`config.mk`:
```
export PLATFORM = sky130hd
export DESIGN_NAME = cevu_top
export DESIGN_NICKNAME = d
export VERILOG_FILES = /design/src/rtl/cevu_pkg.sv /design/src/rtl/cevu_level_file.sv /design/src/rtl/cevu_top.sv
export VERILOG_INCLUDE_DIRS = /design/src /design/src/rtl
export SDC_FILE = /design/constraint.sdc
export NUM_CORES = 2
export LEC_CHECK = 0
export BUFFER_PORTS_ARGS = -buffer_cell sky130_fd_sc_hd__buf_2
export CAP_MARGIN = 20
export CORE_ASPECT_RATIO = 0.6
export CORE_MARGIN = 1.5
export CORE_UTILIZATION = 55
export CTS_BUF_LIST = sky130_fd_sc_hd__clkbuf_16
export DETAILED_ROUTE_END_ITERATION = 10
export PLACE_DENSITY = 0.83
export SLEW_MARGIN = 20
export SYNTH_ARGS = -nofsm -noshare
export SYNTH_HDL_FRONTEND = slang
export SYNTH_HIERARCHICAL = 1
export SYNTH_SLANG_ARGS = --single-unit
```
`constraint.sdc`:
```
create_clock -name clk -period 126.6 [get_ports clk]
set_input_delay 18.99 -clock clk [delete_from_list [all_inputs] [get_ports clk]]
set_output_delay 18.99 -clock clk [all_outputs]
set_load 0.02 [all_outputs]
```
`src/rtl/cevu_cfg.svh`:
```
// constants for the exception vector unit
// How it works
// - untaken path never runs after taken branch
// - taken branch two cycles, untaken one
// - exceptions resume at faulting instruction
// - traps resume at following instruction
// - listed event factors accepted except instruction and operand break
// - return op restores interrupted program
// - levels are five bits, smaller wins
// - fixed levels for emulator trap, trace, nmi
// - software write cannot drop mask at 16+ below 16
// - level 31 disables, mask 16 blocks user levels 16..30
// - undefined, coprocessor, soft trap ignore masks
// - request refused when level >= mask
// - pc at stack pointer, status at +4
// - vector table is 1KB at base
// - vector address is base+3FC-4*number
// - low two address bits forced zero
// - reset table default, fixed reset vector
// - fixed vector numbers for special factors
// - sources 0..47 to vectors 16..63
// - smallest level, then lowest number wins
// - maskable needs enable flag, nmi not
`ifndef CEVU_CFG_SVH
`define CEVU_CFG_SVH
`define CEVU_NSRC 48
`define CEVU_LVL_TRAP 5'h04
`define CEVU_LVL_NMI 5'h0F
`define CEVU_LVL_USER 5'h10
`define CEVU_LVL_OFF 5'h1F
`define CEVU_VEC_TOP 32'h000003FC
`define CEVU_TBR_RST 32'h000FFC00
`define CEVU_RST_VEC 32'h000FFFFC
`define CEVU_VN_COPABS 8'h07
`define CEVU_VN_COPERR 8'h08
`define CEVU_VN_EMU 8'h09
`define CEVU_VN_IBRK 8'h0A
`define CEVU_VN_OBRK 8'h0B
`define CEVU_VN_STEP 8'h0C
`define CEVU_VN_UNDEF 8'h0E
`define CEVU_VN_NMI 8'h0F
`define CEVU_VN_SRC0 8'h10
`define CEVU_VN_TRAPMIN 8'h42
`define CEVU_SAVE_OFS 32'h00000004
`define CEVU_RET_ADV 32'h00000008
`define CEVU_FLAG_I 4
`define CEVU_FLAG_S 5
`define CEVU_FLAG_T 8
`define CEVU_ILM_LSB 16
`define CEVU_IN_BRA 32'h00000001
`endif

```
`src/rtl/cevu_pkg.sv`:
```
// types of the exception vector unit
package cevu_pkg;
  typedef enum logic [5:0] {
    CEVU_IDLE = 6'h01,
    CEVU_BRA2 = 6'h02,
    CEVU_PUSH = 6'h04,
    CEVU_VECT = 6'h08,
    CEVU_POPA = 6'h10,
    CEVU_POPB = 6'h20
  } cevu_state_type;
  typedef enum logic [3:0] {
    CEVU_K_NONE = 4'h0,
    CEVU_K_RESET = 4'h1,
    CEVU_K_UNDEF = 4'h2,
    CEVU_K_TRAP = 4'h3,
    CEVU_K_COPA = 4'h4,
    CEVU_K_COPE = 4'h5,
    CEVU_K_USER = 4'h6,
    CEVU_K_NMI = 4'h7,
    CEVU_K_EMU = 4'h8,
    CEVU_K_STEP = 4'h9,
    CEVU_K_DLY = 4'hA
  } cevu_kind_type;
endpackage

```
`src/rtl/cevu_level_file.sv`:
```
// per-source interrupt level memory with registered read-out
`timescale 1ns/1ns
`default_nettype none
`include "cevu_cfg.svh"
module cevu_level_file (
  input wire logic clk,
  input wire logic arst_n,
  input wire logic wrEn,
  input wire logic [5:0] wrIdx,
  input wire logic [4:0] wrLevel,
  input wire logic [5:0] rdIdx,
  output logic [4:0] rdLevel,
  output logic [239:0] allLevels
);
  logic [4:0] lvl [0:47]; // one level per source
  genvar g;
  // each entry resets to disabled so nothing fires before software sets it
  generate
    for (g = 0; g < 48; g = g + 1) begin : gEnt
      always_ff @(posedge clk or negedge arst_n) begin
        if (!arst_n) begin
          lvl[g] <= `CEVU_LVL_OFF;
        end else if (wrEn && wrIdx == 6'(g)) begin
          lvl[g] <= wrLevel;
        end
      end
      assign allLevels[g*5 +: 5] = lvl[g];
    end
  endgenerate
  // registered read port, out-of-range index reads disabled
  always_ff @(posedge clk or negedge arst_n) begin
    if (!arst_n) begin
      rdLevel <= `CEVU_LVL_OFF;
    end else begin
      rdLevel <= (rdIdx < 6'h30) ? lvl[rdIdx] : `CEVU_LVL_OFF;
    end
  end
endmodule
`default_nettype wire

```
`src/rtl/cevu_top.sv`:
```
// exception, interrupt and trap sequencer with branch timing
`timescale 1ns/1ns
`default_nettype none
`include "cevu_cfg.svh"
module cevu_top (
  input wire logic clk,
  input wire logic arst_n,
  // pipeline side, one instruction offered per cycle
  input wire logic instValid,
  input wire logic [31:0] instPc,
  input wire logic [31:0] nextPc,
  input wire logic isBranch,
  input wire logic branchTaken,
  input wire logic [31:0] branchTarget,
  input wire logic isUndefined,
  input wire logic isSoftTrap,
  input wire logic [7:0] softTrapNum,
  input wire logic isEmuTrap,
  input wire logic isReturnOp,
  input wire logic coprocAbsent,
  input wire logic coprocError,
  input wire logic delayedIrq,
  input wire logic instBreak,
  input wire logic operandBreak,
  // peripheral requests
  input wire logic [47:0] srcRequest,
  input wire logic userNmi,
  // register port
  input wire logic [7:0] regAddr,
  input wire logic [31:0] regWdata,
  input wire logic regWr,
  input wire logic regRd,
  output logic [31:0] regRdata,
  // memory port for stack frames and vector fetch
  output logic memReq,
  output logic memWrite,
  output logic [31:0] memAddr,
  output logic [31:0] memWdata,
  input wire logic [31:0] memRdata,
  // pipeline steering
  output logic instAccept,
  output logic flushNext,
  output logic pcLoad,
  output logic [31:0] pcValue,
  output logic [31:0] programStatusWord,
  output logic [31:0] systemStackPointer,
  output logic [31:0] tableBaseRegister
);
  // register offsets
  localparam logic [7:0] OFS_PSW = 8'h00;
  localparam logic [7:0] OFS_SSP = 8'h04;
  localparam logic [7:0] OFS_TBR = 8'h08;
  localparam logic [7:0] OFS_LVL = 8'h0C;
  localparam logic [7:0] OFS_LAST = 8'h10;

  cevu_pkg::cevu_state_type state; // sequencer state
  cevu_pkg::cevu_state_type next_state;
  logic [31:0] savePc; // restart address for the frame
  logic [31:0] saveOfs; // vector offset latched at entry
  logic [4:0] newIlm; // mask value applied at entry
  logic keepIlm; // entry leaves mask as is
  logic clrI; // entry clears enable flag
  logic [7:0] lastVec; // last accepted vector number
  logic resetPending; // reset vector still to fetch
  logic vecWait; // vector word stands on memRdata, pc loads now
  logic [5:0] lvlIdx; // level file write index from regWdata
  logic [4:0] lvlRead;
  logic [239:0] allLevels;

  // split of the status word
  wire [4:0] interrupt_level_mask = programStatusWord[`CEVU_ILM_LSB +: 5];
  wire iFlag = programStatusWord[`CEVU_FLAG_I];
  wire tFlag = programStatusWord[`CEVU_FLAG_T];

  // register decode
  wire wrPsw = regWr && regAddr == OFS_PSW;
  wire wrSsp = regWr && regAddr == OFS_SSP;
  wire wrTbr = regWr && regAddr == OFS_TBR;
  wire wrLvl = regWr && regAddr == OFS_LVL;
  wire [4:0] wrIlmRaw = regWdata[`CEVU_ILM_LSB +: 5];
  // once in user band the program can never climb into system levels
  wire [4:0] wrIlmCut = (interrupt_level_mask[4] && !wrIlmRaw[4]) ? (wrIlmRaw | `CEVU_LVL_USER) : wrIlmRaw;

  // priority search: smallest level, then lowest source number
  logic [4:0] bestLvl;
  logic [5:0] bestSrc;
  always_comb begin
    bestLvl = `CEVU_LVL_OFF;
    bestSrc = 6'h00;
    for (int k = `CEVU_NSRC - 1; k >= 0; k--) begin
      // non-strict compare scanning downward lets the lowest number win ties
      if (srcRequest[k] && allLevels[k*5 +: 5] <= bestLvl && allLevels[k*5 +: 5] != `CEVU_LVL_OFF) begin
        bestLvl = allLevels[k*5 +: 5];
        bestSrc = 6'(k);
      end
    end
  end
  wire userHit = bestLvl != `CEVU_LVL_OFF;
  wire userOk = userHit && (bestLvl < interrupt_level_mask) && iFlag && !tFlag;
  wire nmiOk = userNmi && (`CEVU_LVL_NMI < interrupt_level_mask) && !tFlag;
  wire emuOk = isEmuTrap && !tFlag;

  // event selection in acceptance order
  cevu_pkg::cevu_kind_type kind;
  always_comb begin
    if (!instValid) begin
      kind = cevu_pkg::CEVU_K_NONE;
    end else if (isUndefined) begin
      kind = cevu_pkg::CEVU_K_UNDEF;
    end else if (isSoftTrap) begin
      kind = cevu_pkg::CEVU_K_TRAP;
    end else if (coprocAbsent) begin
      kind = cevu_pkg::CEVU_K_COPA;
    end else if (coprocError) begin
      kind = cevu_pkg::CEVU_K_COPE;
    end else if (userOk) begin
      kind = cevu_pkg::CEVU_K_USER;
    end else if (nmiOk) begin
      kind = cevu_pkg::CEVU_K_NMI;
    end else if (delayedIrq && iFlag && !tFlag) begin
      kind = cevu_pkg::CEVU_K_DLY;
    end else if (emuOk) begin
      kind = cevu_pkg::CEVU_K_EMU;
    end else if (tFlag) begin
      kind = cevu_pkg::CEVU_K_STEP;
    end else begin
      kind = cevu_pkg::CEVU_K_NONE;
    end
  end

  // vector number for the chosen event
  logic [7:0] vecNum;
  always_comb begin
    case (kind)
      cevu_pkg::CEVU_K_UNDEF: vecNum = `CEVU_VN_UNDEF;
      cevu_pkg::CEVU_K_TRAP: vecNum = softTrapNum;
      cevu_pkg::CEVU_K_COPA: vecNum = `CEVU_VN_COPABS;
      cevu_pkg::CEVU_K_COPE: vecNum = `CEVU_VN_COPERR;
      cevu_pkg::CEVU_K_USER: vecNum = `CEVU_VN_SRC0 + {2'h0, bestSrc};
      cevu_pkg::CEVU_K_NMI: vecNum = `CEVU_VN_NMI;
      cevu_pkg::CEVU_K_DLY: vecNum = `CEVU_VN_SRC0 + 8'h2F;
      cevu_pkg::CEVU_K_EMU: vecNum = `CEVU_VN_EMU;
      cevu_pkg::CEVU_K_STEP: vecNum = `CEVU_VN_STEP;
      default: vecNum = 8'h00;
    endcase
  end
  wire [31:0] vecOfs = `CEVU_VEC_TOP - {22'h0, vecNum, 2'h0};
  // exceptions and interrupts restart the offered instruction, which never retired;
  // traps go on after the instruction that raised them
  wire isException = kind == cevu_pkg::CEVU_K_UNDEF || kind == cevu_pkg::CEVU_K_USER
    || kind == cevu_pkg::CEVU_K_NMI || kind == cevu_pkg::CEVU_K_DLY || kind == cevu_pkg::CEVU_K_STEP;
  wire [31:0] restartPc = isException ? instPc : nextPc;
  wire takeEvent = kind != cevu_pkg::CEVU_K_NONE;
  wire [31:0] vecAddrRaw = tableBaseRegister + saveOfs;
  wire [31:0] vecAddr = {vecAddrRaw[31:2], 2'h0};
  wire [31:0] pushSp = systemStackPointer - `CEVU_RET_ADV;

  // mask effect of each accepted event
  always_comb begin
    keepIlm = 1'b1;
    clrI = 1'b0;
    newIlm = interrupt_level_mask;
    case (kind)
      cevu_pkg::CEVU_K_USER: begin
        keepIlm = 1'b0;
        newIlm = bestLvl;
      end
      cevu_pkg::CEVU_K_NMI: begin
        keepIlm = 1'b0;
        newIlm = `CEVU_LVL_NMI;
      end
      cevu_pkg::CEVU_K_EMU, cevu_pkg::CEVU_K_STEP: begin
        keepIlm = 1'b0;
        newIlm = `CEVU_LVL_TRAP;
      end
      cevu_pkg::CEVU_K_TRAP: clrI = 1'b1;
      default: keepIlm = 1'b1;
    endcase
  end

  // sequencer transitions
  always_comb begin
    case (state)
      cevu_pkg::CEVU_IDLE: begin
        if (vecWait) begin
          next_state = cevu_pkg::CEVU_IDLE;
        end else if (resetPending) begin
          next_state = cevu_pkg::CEVU_VECT;
        end else if (takeEvent) begin
          next_state = cevu_pkg::CEVU_PUSH;
        end else if (instValid && isReturnOp) begin
          next_state = cevu_pkg::CEVU_POPA;
        end else if (instValid && isBranch && branchTaken) begin
          next_state = cevu_pkg::CEVU_BRA2;
        end else begin
          next_state = cevu_pkg::CEVU_IDLE;
        end
      end
      cevu_pkg::CEVU_BRA2: next_state = cevu_pkg::CEVU_IDLE;
      cevu_pkg::CEVU_PUSH: next_state = cevu_pkg::CEVU_VECT;
      cevu_pkg::CEVU_VECT: next_state = cevu_pkg::CEVU_IDLE;
      cevu_pkg::CEVU_POPA: next_state = cevu_pkg::CEVU_POPB;
      cevu_pkg::CEVU_POPB: next_state = cevu_pkg::CEVU_IDLE;
      default: next_state = cevu_pkg::CEVU_IDLE;
    endcase
  end

  // handshakes toward the pipeline
  // redirect cycle after a vector read takes no new instruction
  wire inIdle = state == cevu_pkg::CEVU_IDLE && !vecWait;
  assign instAccept = inIdle && !resetPending && instValid && !takeEvent;
  // the slot after a taken branch is squashed for its second cycle
  assign flushNext = state == cevu_pkg::CEVU_BRA2;

  // memory port: push writes status then pc, vector and pop read
  always_comb begin
    memReq = 1'b0;
    memWrite = 1'b0;
    memAddr = 32'h00000000;
    memWdata = 32'h00000000;
    case (state)
      cevu_pkg::CEVU_IDLE: begin
        if (inIdle && !resetPending && takeEvent) begin
          memReq = 1'b1;
          memWrite = 1'b1;
          memAddr = pushSp + `CEVU_SAVE_OFS;
          memWdata = programStatusWord;
        end else if (inIdle && !resetPending && instValid && isReturnOp) begin
          memReq = 1'b1;
          memAddr = systemStackPointer;
        end
      end
      cevu_pkg::CEVU_PUSH: begin
        memReq = 1'b1;
        memWrite = 1'b1;
        memAddr = systemStackPointer;
        memWdata = savePc;
      end
      cevu_pkg::CEVU_VECT: begin
        memReq = 1'b1;
        memAddr = resetPending ? `CEVU_RST_VEC : vecAddr;
      end
      cevu_pkg::CEVU_POPA: begin
        memReq = 1'b1;
        memAddr = systemStackPointer + `CEVU_SAVE_OFS;
      end
      default: memReq = 1'b0;
    endcase
  end
  // pc redirect uses read data one cycle after the vector read and the first pop read; taken branches load branchTarget
  assign pcLoad = vecWait || (state == cevu_pkg::CEVU_POPA)
    || (inIdle && instValid && isBranch && branchTaken && !takeEvent && !resetPending);
  assign pcValue = inIdle ? branchTarget : memRdata;

  // state and entry bookkeeping
  always_ff @(posedge clk or negedge arst_n) begin
    if (!arst_n) begin
      state <= cevu_pkg::CEVU_IDLE;
      resetPending <= 1'b1;
      vecWait <= 1'b0;
      savePc <= 32'h00000000;
      saveOfs <= 32'h00000000;
      lastVec <= 8'h00;
    end else begin
      state <= next_state;
      vecWait <= state == cevu_pkg::CEVU_VECT;
      if (state == cevu_pkg::CEVU_VECT) begin
        resetPending <= 1'b0;
      end
      if (inIdle && takeEvent && !resetPending) begin
        savePc <= restartPc;
        saveOfs <= vecOfs;
        lastVec <= vecNum;
      end
    end
  end

  // stack pointer: minus eight at entry, plus eight at return
  always_ff @(posedge clk or negedge arst_n) begin
    if (!arst_n) begin
      systemStackPointer <= 32'h00000000;
    end else if (inIdle && takeEvent && !resetPending) begin
      systemStackPointer <= pushSp;
    end else if (state == cevu_pkg::CEVU_POPB) begin
      systemStackPointer <= systemStackPointer + `CEVU_RET_ADV;
    end else if (wrSsp) begin
      systemStackPointer <= regWdata;
    end
  end

  // status word: entry masking, pop restore, software write
  always_ff @(posedge clk or negedge arst_n) begin
    if (!arst_n) begin
      programStatusWord <= {11'h000, `CEVU_LVL_OFF, 16'h0000};
    end else if (inIdle && takeEvent && !resetPending) begin
      if (!keepIlm) begin
        programStatusWord[`CEVU_ILM_LSB +: 5] <= newIlm;
      end
      if (clrI) begin
        programStatusWord[`CEVU_FLAG_I] <= 1'b0;
      end
      programStatusWord[`CEVU_FLAG_S] <= 1'b0;
    end else if (state == cevu_pkg::CEVU_POPB) begin
      programStatusWord <= memRdata;
    end else if (wrPsw) begin
      programStatusWord <= {regWdata[31:21], wrIlmCut, regWdata[15:0]};
    end
  end

  // table base, default area after reset
  always_ff @(posedge clk or negedge arst_n) begin
    if (!arst_n) begin
      tableBaseRegister <= `CEVU_TBR_RST;
    end else if (wrTbr) begin
      tableBaseRegister <= {regWdata[31:2], 2'h0};
    end
  end

  // level file write: index in bits 13:8, level in bits 4:0
  assign lvlIdx = regWdata[13:8];
  cevu_level_file uLevels (
    .clk(clk),
    .arst_n(arst_n),
    .wrEn(wrLvl),
    .wrIdx(lvlIdx),
    .wrLevel(regWdata[4:0]),
    .rdIdx(regAddr[7:2] - 6'h10),
    .rdLevel(lvlRead),
    .allLevels(allLevels)
  );

  // read data one cycle after the strobe
  logic [7:0] rdAddrQ;
  logic rdQ;
  always_ff @(posedge clk or negedge arst_n) begin
    if (!arst_n) begin
      rdAddrQ <= 8'h00;
      rdQ <= 1'b0;
    end else begin
      rdAddrQ <= regAddr;
      rdQ <= regRd;
    end
  end
  // level entries sit at 40..FC, one word each; unmapped reads zero
  always_comb begin
    if (!rdQ) begin
      regRdata = 32'h00000000;
    end else if (rdAddrQ >= 8'h40) begin
      regRdata = {27'h0, lvlRead};
    end else begin
      case (rdAddrQ)
        OFS_PSW: regRdata = programStatusWord;
        OFS_SSP: regRdata = systemStackPointer;
        OFS_TBR: regRdata = tableBaseRegister;
        OFS_LAST: regRdata = {24'h0, lastVec};
        default: regRdata = 32'h00000000;
      endcase
    end
  end
endmodule
`default_nettype wire

```
# Word level (Yosys, flattened, before mapping)
# Cells that the tools add are included.
# Widths: inputs -> output; s select.
# totals
output_inout_bits	229
in_bits	241
elab_cells	588
regBits	428
# classes
muxes	145
eq_ne	120
n_bitwise	2
add_sub_neg	8
n_reduce_logical	197
n_lt_le_gt_ge	53
# op_table
cell	count
$mux 32	13
$mux 5	58
$mux 6	48
$pmux 32 s4	2
$ne 5x5->1 const B	49
$le 5x5->1	47
$logic_and 1x1->1	173
$eq 6x5->1 const B	17
$eq 6x6->1 const B	17
$pmux 8 s9	1
$add 32x3->32 const B	2
$pmux 32 s2	1
$eq 6x4->1 const B	9
$mux 4	10
$add 32x32->32	1
$add 32x4->32 const B	1
$sub 32x4->32 const B	1
$bmux 5 s6	1
$eq 6x3->1 const B	5
$eq 8x4->1 const B	3
$eq 6x2->1 const B	3
$pmux 6 s3	1
$eq 4x3->1 const B	4
$eq 8x3->1 const B	2
33 further kinds	56

# Longest topological paths before layout
# depth
word_depth	208
ltp_mapped	463

# By module
# Netlist, hierarchy kept.
# modules_own_cells
mod	cells_each	instances	seq_area_each_um2	area_each_um2
cevu_top	3607	1	4000.1	26208.9
cevu_level_file	763	1	6437.4	11692.5

# Least setup slack after synthesis
# Ideal clock, no wire load.
# synth_path
path_type	input-to-output
from	in srcRequest[47]
to	out memAddr[28]
path_slack_ns	9.484
t_arrival_ns	98.126
n_path_buf	18
required_time_ns	107.610
cell_stages	419
path_cell_list	nor2b_1 -> ha_1 -> a21o_1 -> a21oi_1 -> o22a_1 -> and3_1 -> inv_1 -> nand2_1 -> o21a_1 -> inv_1 -> ha_1 -> and3_1 -> o211ai_1 -> a221oi_1 -> o21ai_0 -> inv_1 -> ha_1 -> a21o_1 -> (+383 left out) -> a21oi_1 -> o21ai_0 -> a21oi_1 -> buf_2 -> o21ai_0 -> ha_1 -> nor2b_1 -> o2111ai_1 -> and3_1 -> and2_1 -> a221o_1 -> o31a_1 -> o21ai_1 -> buf_2 -> buf_1 -> nor2_1 -> xnor2_1 -> o21ai_0
# synth_between
elab_chain_cells	205
# synth_lines
element	line_no	rtl
from (decl)	cevu_top.sv:26	input wire logic [47:0] srcRequest,
$logic_and 1x1->1 *	cevu_top.sv:92	if (srcRequest[k] && allLevels[k*5 +: 5] <= bestLvl && allLevels[k*5 +: 5] != `CEVU_LVL_OFF) begin
$logic_and 1x1->1 (no source line) *	--	
$mux 5 *	cevu_top.sv:92	
$le 5x5->1	cevu_top.sv:92	
$logic_and 1x1->1	cevu_top.sv:92	
$logic_and 1x1->1 (no source line)	--	
$mux 5 *	cevu_top.sv:92	
$le 5x5->1	cevu_top.sv:92	
(+189 left out)	--	
$mux 4 *	cevu_top.sv:112	end else if (coprocAbsent) begin
$mux 4 *	cevu_top.sv:110	end else if (isSoftTrap) begin
$mux 4 *	cevu_top.sv:108	end else if (isUndefined) begin
$mux 4 *	cevu_top.sv:106	if (!instValid) begin
$reduce_bool 4->1 *	cevu_top.sv:153	wire takeEvent = kind != cevu_pkg::CEVU_K_NONE;
$logic_and 1x1->1 *	cevu_top.sv:223	if (inIdle && !resetPending && takeEvent) begin
$mux 32 *	cevu_top.sv:223	
$pmux 32 s4 *	cevu_top.sv:221	case (state)
to (decl)	cevu_top.sv:37	output logic [31:0] memAddr,
# Mark *: on every way between the ends. The rest lies on a longest branch, timed or not.

# Worst setup path in the final report
# layout_path
from	in srcRequest[47]
to	out memAddr[2]
# The elaborated chain is that of the path after synthesis.

==> metrics.md <==
| Metric | Value |
|---|---|
| Switch Pwr | 0.000306 W |
| Clock power share | 0.210 |
| Post-synth EDFFs | 0 |
| Share of cells above drive strength 1 | 0.331 |
| Post-synthesis xor/xnor area fraction | 0.0245 |
| Final worst slack | 4090 ps |
| Largest family of logic cells by synthesized area | compound AO/OA/AOI/OAI gates |
| Final ANT Viol Nets | 0 |
| Largest net degree at the start of global routing | 102 |
| Fin. max-slew vios | 0 |
| Hold endpoint | savePc[5] |
| Worst Setup Start Kind | input pin |
| Synth area leaders | dfstp_2 18%, mux2_2 11%, dfrtp_1 9.4%, ha_1 6.9%, nand2_1 4.4% |
| Worst-Margin Slew | 1230 ps |
| R2R Path End | systemStackPointer[1] |
| Register area share after synthesis | 0.275 |
| Maxcap violations | 0 |
| CTS Buf Count | 40 |
| Synth Register Bits | 404 |
| Post-layout util | 0.645 |
| Status | complete, no violations |
| DP Worst Slack | -294 ps |
| Period minus WS final | 122510 ps |
| Area growth syn-to-layout | 16.0% |
| Reg2Reg Depth | 427 |
| Final Hold Vio Count | 0 |
| Vias in the first global route | 35700 |
| Worst Hold Depth | 2 |
| Internal power | 0.000341 W |
| Compound-Gate Fraction of Synth Area | 0.219 |
| Count leader, synth | nand2_1 |
| Wire length of the first global-routing pass | 230 mm |
| Required time worst endpoint | 107610 ps |
| Syn Area/Cell | 8.67 µm² |
| Site Rows | 74 |
| Total number of vias | 40400 |
| CTS tree | built |
| Arrival @ worst endpoint | 103520 ps |
| Clock transition at path regs | 70 ps |
| Drt pass-1 iters | 8 |
| Synth area leader | dfstp_2 |
| Cell mode on critical path | ha_1 |
| Clk_skew | 37.3 ps |
| Synthesized instance count | 4370 |
| Clock root buffer | clkbuf_16 |
| LEAKAGE | 19.5 nW |
| CTS Hold Bufs | 0 |
| Clock Sinks | 404 |
| Sequential Power Share | 0.295 |
| Hold path startpoint | savePc[5] |
| Asr flop ratio synth | 1.00 |
| R2r setup slk | 40670 ps |
| Crit share post-route | 0.968 |
| Post-synth cell types | 135 |
| Synth cell count leaders | 445 x nand2_1, 384 x mux2_2, 380 x nor2_1 |
| Grt ovf | 0 |
| Synth top area share | 0.182 |
| Class of the worst hold path | reg2reg |
| Die area | 70500 µm² |
| Setup crit end kind | output port |
| Switch share | 0.473 |
| Post-synth top flop | dfstp_2 |
| Max Freq | 0.00816 GHz |
| Pwr Density | 14.7 nW/µm² |
| Adder-Cell Fraction of Synth Area | 0.0713 |
| Die width | 342 µm |
| IO buf count | 465 |
| Peak VDD IR | 12.9 µV |
| Comb pwr share | 0.495 |
| Final Wtd Congestion | 1.09 |
| Max Fanout on Critical Path | 17 |
| Dpl hpwl | 122 mm |
| Final Net Count | 5289 |
| Initial Utilization | 0.556 |
| Total Wirelength | 160 mm |
| Die Ht | 206 µm |
| Simple-gate share of the synthesized area | 0.187 |
| Residual DRC | 0 |
| Core area | 68100 µm² |
| Sum Neg Setup Slack | 0 ps |
| Vias per cell | 6.95 |
| Skew-Pair Late Insertion Delay | 600 ps |
| Reg2reg start | uLevels/allLevels[238] |
| H-tree depth | 2 |
| Final Setup Violations | 0 |
| All-Layer GR Usage | 0.430 |
| WS Path Type | in2out |
| Crit path largest cell delay | 470 ps |
| Drt initial violations | 6127 |
| Synthesized area | 37900 µm² |
| Ports | 470 |
| Synthesis Warnings | 6 |
| Initial antenna violation count | 31 |
| Critical-path top delay cell | or3_1 |
| Avg WL per Cell | 27.5 µm |
| Clock Tree Buf Depth | 3 |
| Rel. slew slack | 0.180 |
| Multiplexer area fraction after synthesis | 0.176 |
-- cell families (layout without fill, tap and decap cells) --
logic type                 Yosys count  count (layout)
AOI/OAI and AO/OA                 1188            1189
xor gates and xnor gates           106             106
adders and majority gates          217             217
buffers and inverters              430             928
DFF                                404             404
muxes                              552             552
other                                1              36
and+or+nand+nor                   1472            1472
-- routing by layer --
layer  global-route usage  vias to the layer above  share of wire  wire (µm)
met3                0.230                      563           0.18      29100
met1                0.616                    19400           0.41      66000
met4                0.140                       22          0.036       5830
li1                     -                    17300              -          -
met2                0.523                     3139           0.37      58600
met5               0.0979                        -         0.0038        603
-- cell type report --
class / count / area, µm²
Antenna cell: 34 / 85.1
Fill cell: 5644 / 24200
Clock buffer: 42 / 1050
Tap cell: 912 / 1140
Clock inverter: 31 / 388
Multi-Input combinational cell: 3538 / 26300
Inverter: 207 / 777
Sequential cell: 404 / 10400
Timing Repair Buffer: 648 / 3810
-- worst max-delay path, delay by kind of cell --
family                     cells  cell delay (ps)
AOI/OAI and AO/OA            189            37010
and+or+nand+nor              124            20260
muxes                         26             7850
buffers and inverters         40             4910
adders and majority gates     49            14240
-- per-stage QoR --
step / power, W / cell area [µm²] / hold slack, ps / instances
floorplan: 0.000361 / 37900 / 448 / 4371
global placement: 0.000473 / 41600 / 467 / 5680
detailed placement: 0.000479 / 41600 / 476 / 5680
CTS: 0.000614 / 43100 / 491 / 5753
global route: 0.000667 / 43900 / 515 / 5801
finish: 0.000646 / 44000 / 489 / 5816
-- timing repair --
item / 4_1_cts / 5_1_grt
pin swaps: 0 / 12
gates cloned: 0 / 2
resized for setup: 6 / 133
setup endpoints to repair: 68 / 68
hold endpoints to repair: 0 / 0
buffers inserted: 0 / 24
-- power groups by stage --
stage                     clock (W)  sequential, W  combinational, W
final                      0.000135       0.000191          0.000320
after global routing       0.000139       0.000190          0.000338
after CTS                  0.000134       0.000184          0.000295
after detailed placement          0       0.000186          0.000293
after global placement            0       0.000185          0.000287
after floorplan                   0       0.000170          0.000191
-- state kept, by name, summed over array words and instances, names as in the netlist, 5 cells and up --
| register | cells |
|---|---|
| tableBaseRegister | 30 |
| rdAddrQ | 8 |
| uLevels/allLevels | 240 |
| savePc | 32 |
| uLevels/rdLevel | 5 |
| saveOfs | 8 |
| lastVec | 8 |
| state | 6 |
| programStatusWord | 32 |
| systemStackPointer | 32 |
-- placed cells by master, fill, tap and decap left out, types with 25 or more instances in the layout --
| cell | synthesis | layout |
|---|---|---|
| xor2_1 | 31 | 31 |
| and3_1 | 84 | 82 |
| nand4_1 | 51 | 51 |
| o211ai_1 | 47 | 47 |
| nor2b_1 | 36 | 33 |
| o31ai_1 | 27 | 25 |
| dfstp_2 | 262 | 262 |
| or2_2 | 32 | 32 |
| mux2i_1 | 119 | 107 |
| and2_1 | 48 | 44 |
| inv_1 | 206 | 206 |
| nor2_1 | 380 | 372 |
| a21oi_2 | 3 | 25 |
| a21o_1 | 92 | 91 |
| o21ai_0 | 238 | 224 |
| buf_2 | 17 | 463 |
| a211oi_1 | 42 | 36 |
| mux2_2 | 384 | 384 |
| a22oi_1 | 46 | 44 |
| nand2_1 | 445 | 439 |
| or3_1 | 31 | 31 |
| xnor2_1 | 75 | 75 |
| nand3_1 | 126 | 123 |
| a31oi_1 | 57 | 55 |
| a21oi_1 | 195 | 170 |
| buf_4 | 10 | 173 |
| nor3_1 | 84 | 80 |
| dfrtp_1 | 142 | 142 |
| o21a_1 | 37 | 35 |
| diode_2 | 0 | 34 |
| a22o_1 | 46 | 46 |
| clkbuf_16 | 0 | 43 |
| o21ai_1 | 57 | 69 |
| nand2b_1 | 35 | 35 |
| ha_1 | 208 | 208 |
-- worst max path at each step --
stage,start,end,slack [ps]
3_3_place_gp,srcRequest[47],memAddr[28],1540
5_1_grt,srcRequest[47],memAddr[30],-730
3_5_place_dp,srcRequest[47],memAddr[28],-290
4_1_cts,srcRequest[47],memAddr[28],120
2_1_floorplan,srcRequest[47],memAddr[28],9480
6_report,srcRequest[47],memAddr[2],4090
Note: power is estimated with default switching activity, not from simulation.
